===== src/design/pmcs_pkg.sv =====
package pmcs_pkg;

  // ****************************************
  // Register map
  // ****************************************
  localparam logic [3:0] ADDR_CTRL1 = 4'h0;
  localparam logic [3:0] ADDR_CTRL2 = 4'h4;
  localparam logic [3:0] ADDR_STATUS = 4'h8;
  localparam logic [1:0] RESP_OKAY = 2'h0;
  localparam logic [1:0] RESP_SLVERR = 2'h2;

  // ****************************************
  // Field positions and reset values
  // ****************************************
  localparam int CTRL1_STBY_BIT = 7;
  localparam int CTRL1_WAIT_LSB = 4;
  localparam int CTRL2_SLEEP_MODE_SELECT_BIT = 7;
  localparam int CTRL2_LOW_SPEED_ENABLE_BIT = 6;
  localparam int CTRL2_DIRECT_TRANSFER_ENABLE_BIT = 5;
  localparam int CTRL2_DIV_LSB = 2;
  localparam int STAT_DIV_LSB = 4;
  localparam int STAT_SETTLE_BIT = 7;
  localparam logic [3:0] CTRL1_RESET = 4'h0;
  localparam logic [5:0] CTRL2_RESET = 6'h00;

  // ****************************************
  // Timing
  // ****************************************
  localparam int WAIT_W = 18;
  localparam logic [7:0][WAIT_W-1:0] WAIT_TABLE_DEFAULT = {
    18'h0_0010, 18'h0_0080, 18'h0_0400, 18'h2_0000,
    18'h1_0000, 18'h0_8000, 18'h0_4000, 18'h0_2000};
  localparam logic [6:0] DIV_PERIOD_1 = 7'h01;
  localparam logic [6:0] DIV_PERIOD_8 = 7'h08;
  localparam logic [6:0] DIV_PERIOD_16 = 7'h10;
  localparam logic [6:0] DIV_PERIOD_32 = 7'h20;
  localparam logic [6:0] DIV_PERIOD_64 = 7'h40;

  // ****************************************
  // Types
  // ****************************************
  typedef enum logic [2:0] {
    PM_ACTIVE, PM_SLEEP, PM_SUBSLEEP, PM_STANDBY, PM_SETTLE, PM_SUBACTIVE
  } pmcs_mode_t;

  typedef struct packed {
    logic standby;
    logic [2:0] waitSel;
  } pmcs_ctrl1_t;

  typedef struct packed {
    logic sleepMode;
    logic lowSpeed;
    logic directXfer;
    logic [2:0] clkDiv;
  } pmcs_ctrl2_t;

endpackage


===== src/design/pmcs_top.sv =====
`timescale 1ns/100ps
// What this block does
// - Standby wake waits 8192..131072, 1024, 128 or 16 states per wait code.
// - Sleep instruction picks next mode from sleep, low speed, direct, standby bits.
// - Divider code 0xx undivided, 100 /8, 101 /16, 110 /32, 111 /64.
// - Writing the divider code takes effect only at the next sleep instruction.
// - Reset clears mode bits and divider code, so start is undivided.
module pmcs_top #(
  parameter logic [7:0][17:0] WAIT_TABLE = pmcs_pkg::WAIT_TABLE_DEFAULT
) (
  input wire logic clk,
  input wire logic resetn,
  input wire logic sleepExec,
  input wire logic wakeReq,
  input wire logic subTick,
  output logic cpuClkEn,
  output logic periphClkEn,
  output logic oscRun,
  output logic [2:0] powerMode,
  input wire logic [3:0] s_axi_awaddr,
  input wire logic s_axi_awvalid,
  output logic s_axi_awready,
  input wire logic [31:0] s_axi_wdata,
  input wire logic [3:0] s_axi_wstrb,
  input wire logic s_axi_wvalid,
  output logic s_axi_wready,
  output logic [1:0] s_axi_bresp,
  output logic s_axi_bvalid,
  input wire logic s_axi_bready,
  input wire logic [3:0] s_axi_araddr,
  input wire logic s_axi_arvalid,
  output logic s_axi_arready,
  output logic [31:0] s_axi_rdata,
  output logic [1:0] s_axi_rresp,
  output logic s_axi_rvalid,
  input wire logic s_axi_rready
);
  function automatic logic [6:0] divPeriod(input logic [2:0] code);
    case (code)
      3'b100: divPeriod = pmcs_pkg::DIV_PERIOD_8;
      3'b101: divPeriod = pmcs_pkg::DIV_PERIOD_16;
      3'b110: divPeriod = pmcs_pkg::DIV_PERIOD_32;
      3'b111: divPeriod = pmcs_pkg::DIV_PERIOD_64;
      default: divPeriod = pmcs_pkg::DIV_PERIOD_1;
    endcase
  endfunction
  function automatic pmcs_pkg::pmcs_mode_t decide(
      input pmcs_pkg::pmcs_ctrl1_t c1, input pmcs_pkg::pmcs_ctrl2_t c2);
    if (c2.directXfer) begin
      decide = c2.lowSpeed ? pmcs_pkg::PM_SUBACTIVE : pmcs_pkg::PM_ACTIVE;
    end else if (c1.standby) begin
      decide = pmcs_pkg::PM_STANDBY;
    end else if (c2.lowSpeed || c2.sleepMode) begin
      decide = pmcs_pkg::PM_SUBSLEEP;
    end else begin
      decide = pmcs_pkg::PM_SLEEP;
    end
  endfunction
  // ****************************************
  // Register bus
  // ****************************************
  pmcs_pkg::pmcs_ctrl1_t ctrl1;
  pmcs_pkg::pmcs_ctrl2_t ctrl2;
  logic [2:0] activeDiv;
  pmcs_pkg::pmcs_mode_t state;
  logic [3:0] wAddr;
  logic [7:0] wByte;
  logic haveAw, haveW, wrFire, wrLane;
  logic [31:0] readWord;
  // Address and data may arrive in either order; each is parked until both
  assign wrFire = haveAw && haveW && !s_axi_bvalid;
  always_ff @(posedge clk or negedge resetn) begin
    if (!resetn) begin
      haveAw <= 1'b0;
      haveW <= 1'b0;
      wrLane <= 1'b0;
      wAddr <= 4'h0;
      wByte <= 8'h00;
      s_axi_awready <= 1'b0;
      s_axi_wready <= 1'b0;
      s_axi_bvalid <= 1'b0;
      s_axi_bresp <= pmcs_pkg::RESP_OKAY;
    end else begin
      s_axi_awready <= !haveAw && !s_axi_awready && s_axi_awvalid;
      s_axi_wready <= !haveW && !s_axi_wready && s_axi_wvalid;
      if (s_axi_awvalid && s_axi_awready) begin
        haveAw <= 1'b1;
        wAddr <= s_axi_awaddr;
      end
      if (s_axi_wvalid && s_axi_wready) begin
        haveW <= 1'b1;
        wByte <= s_axi_wstrb[0] ? s_axi_wdata[7:0] : 8'h00;
        wrLane <= s_axi_wstrb[0];
      end
      if (wrFire) begin
        haveAw <= 1'b0;
        haveW <= 1'b0;
        s_axi_bvalid <= 1'b1;
        s_axi_bresp <= (wAddr == pmcs_pkg::ADDR_CTRL1 ||
          wAddr == pmcs_pkg::ADDR_CTRL2) ? pmcs_pkg::RESP_OKAY :
          pmcs_pkg::RESP_SLVERR;
      end else if (s_axi_bready) begin
        s_axi_bvalid <= 1'b0;
      end
    end
  end
  // Register storage; writes with byte lane 0 off leave the value alone
  always_ff @(posedge clk or negedge resetn) begin
    if (!resetn) begin
      ctrl1 <= pmcs_pkg::CTRL1_RESET;
      ctrl2 <= pmcs_pkg::CTRL2_RESET;
    end else if (wrFire && wrLane) begin
      if (wAddr == pmcs_pkg::ADDR_CTRL1) begin
        ctrl1 <= {wByte[pmcs_pkg::CTRL1_STBY_BIT],
          wByte[pmcs_pkg::CTRL1_WAIT_LSB +: 3]};
      end
      if (wAddr == pmcs_pkg::ADDR_CTRL2) begin
        ctrl2 <= {wByte[pmcs_pkg::CTRL2_SLEEP_MODE_SELECT_BIT],
          wByte[pmcs_pkg::CTRL2_LOW_SPEED_ENABLE_BIT], wByte[pmcs_pkg::CTRL2_DIRECT_TRANSFER_ENABLE_BIT],
          wByte[pmcs_pkg::CTRL2_DIV_LSB +: 3]};
      end
    end
  end
  always_comb begin
    readWord = 32'h0000_0000;
    case (s_axi_araddr)
      pmcs_pkg::ADDR_CTRL1: begin
        readWord[pmcs_pkg::CTRL1_STBY_BIT] = ctrl1.standby;
        readWord[pmcs_pkg::CTRL1_WAIT_LSB +: 3] = ctrl1.waitSel;
      end
      pmcs_pkg::ADDR_CTRL2: begin
        readWord[7:2] = ctrl2;
      end
      pmcs_pkg::ADDR_STATUS: begin
        readWord[2:0] = state;
        readWord[pmcs_pkg::STAT_DIV_LSB +: 3] = activeDiv;
        readWord[pmcs_pkg::STAT_SETTLE_BIT] = (state == pmcs_pkg::PM_SETTLE);
      end
      default: readWord = 32'h0000_0000;
    endcase
  end
  always_ff @(posedge clk or negedge resetn) begin
    if (!resetn) begin
      s_axi_arready <= 1'b0;
      s_axi_rvalid <= 1'b0;
      s_axi_rdata <= 32'h0000_0000;
      s_axi_rresp <= pmcs_pkg::RESP_OKAY;
    end else begin
      s_axi_arready <= !s_axi_arready && !s_axi_rvalid && s_axi_arvalid;
      if (s_axi_arvalid && s_axi_arready) begin
        s_axi_rvalid <= 1'b1;
        s_axi_rdata <= readWord;
        s_axi_rresp <= (s_axi_araddr == pmcs_pkg::ADDR_CTRL1 ||
          s_axi_araddr == pmcs_pkg::ADDR_CTRL2 ||
          s_axi_araddr == pmcs_pkg::ADDR_STATUS) ? pmcs_pkg::RESP_OKAY :
          pmcs_pkg::RESP_SLVERR;
      end else if (s_axi_rready) begin
        s_axi_rvalid <= 1'b0;
      end
    end
  end
  // ****************************************
  // Power mode sequencer
  // ****************************************
  logic [17:0] settleCnt, waitLen;
  logic sleepTake;
  assign sleepTake = sleepExec && (state == pmcs_pkg::PM_ACTIVE ||
    state == pmcs_pkg::PM_SUBACTIVE);
  always_ff @(posedge clk or negedge resetn) begin
    if (!resetn) begin
      state <= pmcs_pkg::PM_ACTIVE;
    end else begin
      case (state)
        pmcs_pkg::PM_ACTIVE, pmcs_pkg::PM_SUBACTIVE: begin
          if (sleepTake) begin
            state <= decide(ctrl1, ctrl2);
          end
        end
        pmcs_pkg::PM_SLEEP: begin
          if (wakeReq) state <= pmcs_pkg::PM_ACTIVE;
        end
        pmcs_pkg::PM_SUBSLEEP: begin
          if (wakeReq) state <= pmcs_pkg::PM_SUBACTIVE;
        end
        pmcs_pkg::PM_STANDBY: begin
          if (wakeReq) state <= pmcs_pkg::PM_SETTLE;
        end
        pmcs_pkg::PM_SETTLE: begin
          if (settleCnt == waitLen - 18'h0_0001) begin
            state <= pmcs_pkg::PM_ACTIVE;
          end
        end
        default: state <= pmcs_pkg::PM_ACTIVE;
      endcase
    end
  end
  // Wait length is frozen on entry so a rewrite cannot stretch a wait
  always_ff @(posedge clk or negedge resetn) begin
    if (!resetn) begin
      settleCnt <= 18'h0_0000;
      waitLen <= 18'h0_0010;
    end else if (state == pmcs_pkg::PM_STANDBY) begin
      settleCnt <= 18'h0_0000;
      waitLen <= WAIT_TABLE[ctrl1.waitSel];
    end else if (state == pmcs_pkg::PM_SETTLE) begin
      settleCnt <= settleCnt + 18'h0_0001;
    end
  end
  // New divider code is applied only as a sleep instruction executes
  always_ff @(posedge clk or negedge resetn) begin
    if (!resetn) begin
      activeDiv <= 3'h0;
    end else if (sleepTake) begin
      activeDiv <= ctrl2.clkDiv;
    end
  end
  // ****************************************
  // Clock enables
  // ****************************************
  logic [6:0] divCnt;
  logic divTick;
  assign divTick = (divCnt >= divPeriod(activeDiv) - 7'h01);
  always_ff @(posedge clk or negedge resetn) begin
    if (!resetn) begin
      divCnt <= 7'h00;
    end else begin
      divCnt <= divTick ? 7'h00 : divCnt + 7'h01;
    end
  end
  // Subactive runs off the slow tick; CPU is gated while settling
  always_ff @(posedge clk or negedge resetn) begin
    if (!resetn) begin
      cpuClkEn <= 1'b0;
      periphClkEn <= 1'b0;
      oscRun <= 1'b1;
      powerMode <= 3'h0;
    end else begin
      cpuClkEn <= (state == pmcs_pkg::PM_ACTIVE && divTick) ||
        (state == pmcs_pkg::PM_SUBACTIVE && subTick);
      periphClkEn <= ((state == pmcs_pkg::PM_ACTIVE ||
        state == pmcs_pkg::PM_SLEEP) && divTick) ||
        ((state == pmcs_pkg::PM_SUBACTIVE ||
        state == pmcs_pkg::PM_SUBSLEEP) && subTick);
      oscRun <= (state != pmcs_pkg::PM_STANDBY);
      powerMode <= state;
    end
  end
  // ****************************************
  // Checks
  // ****************************************
  logic [17:0] settleSeen;
  logic [6:0] gapCnt;
  logic gapArm;
  always_ff @(posedge clk or negedge resetn) begin
    if (!resetn) begin
      settleSeen <= 18'h0_0000;
      gapCnt <= 7'h00;
      gapArm <= 1'b0;
    end else begin
      settleSeen <= (state == pmcs_pkg::PM_SETTLE) ?
        settleSeen + 18'h0_0001 : 18'h0_0000;
      gapCnt <= (divTick || state != pmcs_pkg::PM_ACTIVE) ?
        7'h00 : gapCnt + 7'h01;
      // First gap after entering active or a divider change is partial
      gapArm <= state == pmcs_pkg::PM_ACTIVE && !sleepTake &&
        (gapArm || divTick);
    end
  end
endmodule // pmcs_top


===== config.mk =====
export PLATFORM = sky130hd
export DESIGN_NAME = pmcs_top
export DESIGN_NICKNAME = d
export VERILOG_FILES = /design/src/design/pmcs_pkg.sv /design/src/design/pmcs_top.sv
export SDC_FILE = /design/constraint.sdc
export NUM_CORES = 1
export LEC_CHECK = 0
export BUFFER_PORTS_ARGS = -buffer_cell sky130_fd_sc_hd__buf_2
export CAP_MARGIN = 10
export CORE_MARGIN = 2
export CORE_UTILIZATION = 54
export DETAILED_ROUTE_END_ITERATION = 8
export PLACE_DENSITY = 0.77
export SLEW_MARGIN = 20
export SYNTH_ARGS = -nofsm -noshare
export SYNTH_HDL_FRONTEND = slang
export SYNTH_SLANG_ARGS = --single-unit

===== constraint.sdc =====
create_clock -name clk -period 2.5 [get_ports clk]
set_input_delay 0.5 -clock clk [delete_from_list [all_inputs] [get_ports clk]]
set_output_delay 0.5 -clock clk [all_outputs]
set_load 0.01 [all_outputs]

After elaboration in Yosys (flattened, before gate mapping) --
Memories as Yosys holds them, arrays and structs flattened. A register that Yosys moved wholly into a read port is not among the register bits. Index checks and enable logic that the tools add are counted.
Word-level totals: bits in read-only memories 144, bits in registers 79, word-level logic and storage cells 127, memories kept 1, input port bits 54, latch bits 0, RAM bits 0
Operators by class: add/subtract/negate cells 4, $lt $le $gt $ge 1, bitwise logic cells 0, mux-type cells 29, reductions and logical operators 46, shift-type cells 0, divide/modulo/power cells 0, multipliers 0, equality and inequality tests 19
Memories:
- (no name shown) | depth 8, width 18, rd ports 1, clocked after Yosys merged registers in 1, write ports 0, line pmcs_top.sv:204 | waitLen <= WAIT_TABLE[ctrl1.waitSel];
Operators with widths (count):
- two-way mux 18 bit | 2
- one-hot mux 7 bit (4 select lines) | 1
- two-way mux 3 bit | 7
- adder 18 x 1 -> 18 bit, second input constant | 1
- equality test 18 bit | 1
- equality test 3 bit, second input constant | 6
- subtractor 18 x 1 -> 18 bit, second input constant | 1
- logical AND 1 bit | 17
- one-hot mux 3 bit (5 select lines) | 1
- one-hot mux 4 bit (3 select lines) | 1
- two-way mux 2 bit | 5
- inequality test 2 bit, second input constant | 5
- nonzero test 2 bit | 5
- logical OR 1 bit | 9
- two-way mux 1 bit | 9
- equality test 4 x 3 -> 1 bit, second input constant | 2
- zero test 1 bit | 8
- zero test 4 bit | 2
- two-way mux 8 bit | 1
- adder 7 x 1 -> 7 bit, second input constant | 1
- >= comparator 7 bit | 1
- two-way mux 7 bit | 1
- subtractor 7 x 1 -> 7 bit, second input constant | 1
- equality test 3 x 2 -> 1 bit, second input constant | 2
- other kinds (8) | 9

Longest topological paths before layout --
Gate-level depths: netlist (run 1).
depth after elaboration 6, gate-level depth with buffers 8, gate-level depth less buffers 8

Least setup slack after synthesis (run 1) --
No wires, ideal clock.
path kind register to register, start point register waitLen[4], end point register state[2], library setup time 0.129 ns, required time 2.371 ns, setup slack 0.586 ns, cell stages (with the launch flop) 9, data arrival time 1.785 ns, buffers on the path 0, cells stage by stage dfstp_2 inv_1 ha_1 ha_1 xnor2_1 nor4_1 o2111ai_1 nor3_1 o21ai_2
Between the ends: longest elaborated chain between the ends 4
Ends and longest elaborated chain:
- from (decl) | line pmcs_top.sv:165 | logic [17:0] settleCnt, waitLen;
- subtractor 18 x 1 -> 18 bit | line pmcs_top.sv:189 | if (settleCnt == waitLen - 18'h0_0001) begin
- equality test 18 bit | line pmcs_top.sv:189
- inequality test 2 bit (no source line)
- AND reduction 5 bit (no source line)
- to (signal assigned) | line pmcs_top.sv:186 | if (wakeReq) state <= pmcs_pkg::PM_SETTLE;
- to (signal assigned) | line pmcs_top.sv:190 | state <= pmcs_pkg::PM_ACTIVE;
- to (signal assigned) | line pmcs_top.sv:193 | default: state <= pmcs_pkg::PM_ACTIVE;
- to (decl) | line pmcs_top.sv:65 | pmcs_pkg::pmcs_mode_t state;
Every way passes these cells. A chain may end at the register's enable or synchronous reset.

Final worst setup path (run 1) --
Same ends and word-level chain as after synthesis.

==> results of run 1 <==
[report_power, final]
part	switching (mW)	leakage, nW	total [mW]	internal (mW)
combinational	0.612	0.975	1.12	0.512
clock	0.483	0.111	1.05	0.567
sequential	0.362	1.10	2.05	1.69
total	1.46	2.19	4.22	2.76
[cell type report]
type / instances / area (sq um) / area share (%)
well taps: 102 / 127.6 / 2.727
inverters: 12 / 45.04 / 0.9623
flip-flops and latches: 83 / 2079 / 44.43
clock inverters: 6 / 87.58 / 1.871
multi-input cells: 320 / 1943 / 41.51
repair buffers: 49 / 270.3 / 5.774
clock buffers: 10 / 127.6 / 2.727
[stage by stage]
| step | total power [mW] | utilization, % | std cells | setup slack [ps] |
|---|---|---|---|---|
| after global routing | 4.523 | 61.21 | 582 | 235.3 |
| after detailed placement | 3.198 | 58.39 | 566 | 395.7 |
| final | 4.220 | 61.21 | 582 | 391.6 |
| after floorplan | 2.846 | - | 458 | 585.8 |
| after global placement | 3.114 | 58.39 | 566 | 441.7 |
| after CTS | 4.252 | 61.21 | 582 | 381.4 |
[cells in the mapped netlist, types with 5 or more instances]
cell	number	area, sq um
a21oi_1	11	55.05
and3_1	8	50.05
buf_4	26	195.2
clkbuf_1	12	45.04
dfrtp_1	81	2027
ha_1	11	137.6
inv_1	12	45.04
mux2_2	21	236.5
mux2i_1	7	70.07
nand2_1	61	229.0
nand3_1	20	100.1
nand4_1	7	43.79
nor2_1	28	105.1
nor3_1	7	35.03
o21ai_0	43	215.2
o31ai_1	5	37.54
xnor2_1	8	70.07
[final timing paths]
| kind | start | endpoint | cells after the start |
|---|---|---|---|
| setup reg to reg | waitLen[4] | state[2] | 8 |
| hold reg to reg | s_axi_arready | s_axi_arready | 1 |
| min in group clk | s_axi_bready | s_axi_bvalid | 2 |
| max in group asynchronous | resetn | waitLen[4] | 2 |
| setup / recovery | waitLen[4] | state[2] | 8 |
| hold / removal | resetn | divCnt[3] | 1 |
[kinds of logic after synthesis]
| family | after synthesis | synth area share, % |
|---|---|---|
| xor+xnor | 12 | 2.480 |
| other cells | 2 | 0.1772 |
| simple gates | 156 | 17.89 |
| flops | 83 | 49.07 |
| fa+ha+maj | 11 | 3.248 |
| buf+inv | 55 | 7.292 |
| compound gates | 86 | 12.61 |
| mux | 28 | 7.234 |
[metal layers]
metal | routed length [um] | part of all wire (%)
met1 | 3751 | 46
met2 | 3865 | 48
met3 | 327 | 4.0
met4 | 138 | 1.7
met5 | 0 | 0
[flip-flops by register name, summed over array words and instances (netlist names)]
signal / count
settleCnt: 18
s_axi_rdata: 8
waitLen: 8
divCnt: 7
ctrl2: 6
wByte: 6
ctrl1: 4
wAddr: 4
activeDiv: 3
powerMode: 3
state: 3
cpuClkEn: 1
haveAw: 1
haveW: 1
oscRun: 1
periphClkEn: 1
s_axi_arready: 1
s_axi_awready: 1
s_axi_bresp: 1
s_axi_bvalid: 1
s_axi_rresp: 1
s_axi_rvalid: 1
s_axi_wready: 1
wrLane: 1
[worst max-delay path, cell delays in order, from the launching register on]
cell	delay (ps)
dfstp_2	590
inv_1	70
ha_1	250
ha_1	300
xnor2_1	130
nor4_1	220
o2111ai_1	170
nor3_1	200
o21ai_2	60
==> impl_metrics.csv, run 1 <==
group,metric,value,unit
worst_setup_path,cp-start-kind,"flip-flop",
die,io_pins,101,
detailed_routing,drt-pass1-iter-count,4,
synthesis,synth_flop_cell,"dfrtp_1",
timing,finClkSkew,6.668,ps
worst_hold_path,hold_class,"in -> async",
cts,cts_made_buffers,9,
timing,relSlewSlack,55.75,%
grt,grt_start_max_net_pins,53,
power_and_ir_drop,p_per_area,901.7,nW/um^2
placement,gp_congestion,0.8804,
cells_and_area,syn2layout_area_growth,10.45,%
synthesis,yosysSeqAreaShare,49.07,%
grt,grt.busiest_layer,"met2",
worst_setup_path,endpoint_kind,"flip-flop",
cts,root_buffer,"clkbuf_8",
worst_setup_path,path_class,"reg -> reg",
detailed_routing,wl,8.082,mm
power_and_ir_drop,p_leak,2.186,nW
grt,antenna_found_initial,0,
cts,h-tree-depth,3,
worst_setup_path,worst-path-max-fanout,6,
cts,clk-insertion-delay-late,350,ps
cts,holdBufCountCts,0,
worst_setup_path,rrSetupSlack,390,ps
cells_and_area,most-common-layout-cells,"81 x dfrtp_1, 61 x nand2_1, 44 x buf_2",
synthesis,syn_area,4238,sq um
worst_setup_path,worstPathRequired,2730,ps
timing,fmax,474.3,MHz
cts,cts_setup_buffers,0,
power_and_ir_drop,ir_worst_vdd,0.5104,mV
timing,worst_hold_slack,75.51,ps
die,rows,32,
timing,period_share,84.34,%
timing,rsz0062_at_grt,"false",
synthesis,synth_seq_cells,83,
die,core,7647,sq um
detailed_routing,drc,0,
synthesis,synth_edf_count,0,
detailed_routing,viasPerCell,5.564,
timing,setup_viol,0,
cts,clk_pin_slew,90,ps
timing,tns,0,ps
timing,finalCriticalPeriod,2108,ps
timing,drv_slew,0,
detailed_routing,ant_nets,0,
detailed_routing,drt_iter0_markers,149,
grt,use_met2,32.85,%
run_status,status,"finished, final reports clean",
cells_and_area,drive_above_1_share,19.58,%
synthesis,syn_inst,433,
synthesis,ys_async_sr_fraction,100.0,%
cells_and_area,antenna_cells,0,
detailed_routing,wl_per_cell,13.89,um
grt,first_global_vias,3081,
grt,gr-usage-met3,3.824,%
die,die_area,8572,sq um
grt,grt_first_pass_wirelength,14.13,mm
die,die_w,92.59,um
worst_setup_path,critical_path_arrival,2340,ps
detailed_routing,vias,3238,
run,maxCapViolations,0,
synthesis,ys_types,53,
cts,cts_tree,"built",
cts,numClockSinks,83,
cts,clockBufferDepth,2,
die,die_h,92.59,um
cells_and_area,fill_cells,634,
synthesis,synth_warnings,0,
placement,port_buffers,45,
cells_and_area,postLayoutCellArea,4681,sq um
grt,grt_use_met1,27.89,%
cells_and_area,final_common_cell,"dfrtp_1",
placement,place_hpwl,5.875,mm
cells_and_area,finalNetCount,540,
timing,worst_pin_slew,663.8,ps
die,initial_utilization,55.42,%
grt,grt.overflow.total,0,
grt,grt_use_total,20.72,%
synthesis,avgSynthCellArea,9.787,sq um
timing,final_hold_viol_count,0,
placement,place_area,4466,sq um
cts,cts_resized,0,
Power figures use the tool's default switching activity.
==> run 2: changes to the inputs <==
CORE_UTILIZATION = 49   (was 54)
PLACE_DENSITY = 0.74   (was 0.77)
clock period = 1.9 ns   (was 2.5 ns; I/O delays follow)
==> impl_metrics.csv, run 2 (synthesis results as in run 1) <==
group,metric,value,unit
detailed_routing,ant_nets,0,
grt,grt.overflow.total,0,
die,die_area,9408,sq um
grt,first_global_vias,3105,
worst_setup_path,crit_buf_inv,0,
power_and_ir_drop,p_leak,2.279,nW
cells_and_area,final_common_cell,"dfrtp_1",
cells_and_area,drive_above_1_share,24.19,%
worst_setup_path,worst_path_dominant_cell_family,"compound AO/OA/AOI/OAI gates",
die,io_pins,101,
die,rows,33,
worst_setup_path,cp-start-kind,"flip-flop",
run,maxCapViolations,0,
worst_setup_path,path_class,"reg -> reg",
cells_and_area,finalNetCount,556,
grt,grt_first_pass_wirelength,14.28,mm
cells_and_area,syn2layout_area_growth,15.59,%
detailed_routing,wl,8.421,mm
timing,finClkSkew,6.603,ps
placement,port_buffers,45,
detailed_routing,vias,3237,
cells_and_area,fin_cells,601,
cells_and_area,antenna_cells,0,
cells_and_area,utilization,59.02,%
worst_setup_path,worstPathRequired,2170,ps
worst_hold_path,hold_class,"in -> reg",
die,die_h,97.00,um
worst_setup_path,worst-path-max-fanout,6,
power_and_ir_drop,total_power,5.837,mW
worst_setup_path,critical_path_arrival,2130,ps
worst_setup_path,slowest_delay,570,ps
die,core,8299,sq um
cells_and_area,regMostFlops,"settleCnt",
timing,drv_slew,0,
placement,place_area,4569,sq um
detailed_routing,wl_per_cell,14.01,um
detailed_routing,viasPerCell,5.386,
placement,gp_congestion,0.8147,
worst_setup_path,endpoint_kind,"flip-flop",
cts,numClockSinks,83,
power_and_ir_drop,ir_worst_vdd,0.7019,mV
detailed_routing,drc,0,
cells_and_area,largest_reg_flops,18,
grt,grt_use_total,18.33,%
grt,antenna_found_initial,0,
cts,root_buffer,"clkbuf_8",
cts,clk_pin_slew,90,ps
timing,setup_viol,0,
timing,fmax,538.9,MHz
worst_setup_path,crit_chain,"or4_4 > a41oi_2 > a31oi_1 > a211oi_2 > nor3_2 > o21ai_2",
cts,clk-insertion-delay-late,350,ps
timing,final_hold_viol_count,0,
cts,cts_tree,"built",
cts,cts_made_buffers,9,
detailed_routing,drt_iter0_markers,197,
cts,h-tree-depth,3,
cells_and_area,most-common-layout-cells,"79 x dfrtp_1, 61 x nand2_1, 44 x buf_2",
power_and_ir_drop,p_per_area,1192,nW/um^2
timing,worst_hold_slack,197.3,ps
cts,clockBufferDepth,2,
timing,rsz0062_at_grt,"true",
detailed_routing,drt-pass1-iter-count,4,
placement,dp.cells,582,
die,die_w,97.00,um
timing,finalCriticalPeriod,1856,ps
die,initial_utilization,51.06,%
cells_and_area,top_regs,"settleCnt: 18 flops, s_axi_rdata: 8 flops, waitLen: 8 flops",
cells_and_area,postLayoutCellArea,4898,sq um
placement,place_hpwl,5.969,mm
timing,period_share,97.66,%
grt,grt_start_max_net_pins,38,
worst_setup_path,critPathSlowestCell,"or4_4",
run_status,status,"finished, final reports clean",
-- run 2: cell count changes in the layout (fill, tap and decap cells not counted), sizes merged --
cell,change
dlygate4sd3,+1
clkinv,+1
inv,-2
bufinv,+1
buf,+15
-- run 2: report_power, final --
group | internal [mW] | total (mW) | leakage (nW) | switching [mW]
logic | 0.762 | 1.59 | 1.06 | 0.829
registers | 2.22 | 2.70 | 1.10 | 0.475
clock network | 0.911 | 1.55 | 0.126 | 0.639
-- run 2: worst register-to-register path, delay by kind of cell, from the launching register on --
| family | cells | cell delay, ps |
|---|---|---|
| compound gates | 4 | 690 |
| simple gates | 2 | 650 |
| flops | 1 | 450 |
-- run 2: final cells by class --
type / count / area (sq um)
clock buffers: 10 / 137.6
clock inverters: 6 / 112.6
fillers: 722 / 3401
inverters: 12 / 45.04
multi-input cells: 320 / 1997
flip-flops and latches: 83 / 2082
well taps: 105 / 131.4
repair buffers: 65 / 392.9
-- run 2: metal layers --
layer  vias to the layer above  share of wire, %  global-route usage (%)
met4                         0               1.1                   7.259
li1                       1594                 -                       -
met1                      1548                45                   24.60
met5                         -                 0                       0
met2                        88                50                   28.85
met3                         7               4.4                   4.335
-- run 2: metrics by stage --
step,setup WS (ps),setup TNS (ps)
floorplan,24.28,0
detailed placement,-68.79,-68.79
global route,-50.91,-50.91
CTS,7.983,0
global placement,-39.71,-39.71
finish,44.37,0
-- run 2: timing repair --
item	4_1_cts	5_1_grt
setup endpoints to repair	1	13
pin swaps	4	4
hold endpoints to repair	9	0
resized for setup	2	8
gates cloned	0	0
buffers inserted	0	2
hold buffers	1	0
-- run 2: path summary, 6_finish.rpt --
kind	startpoint	end	slack, ps	cells after the start
min in group asynchronous	resetn	powerMode[0]	530	2
hold / removal	s_axi_bready	s_axi_bvalid	200	2
setup / recovery	waitLen[10]	state[2]	40	6
hold reg to reg	s_axi_rvalid	s_axi_arready	450	1
max in group asynchronous	resetn	s_axi_rdata[3]	770	3
setup reg to reg	waitLen[10]	state[2]	40	6
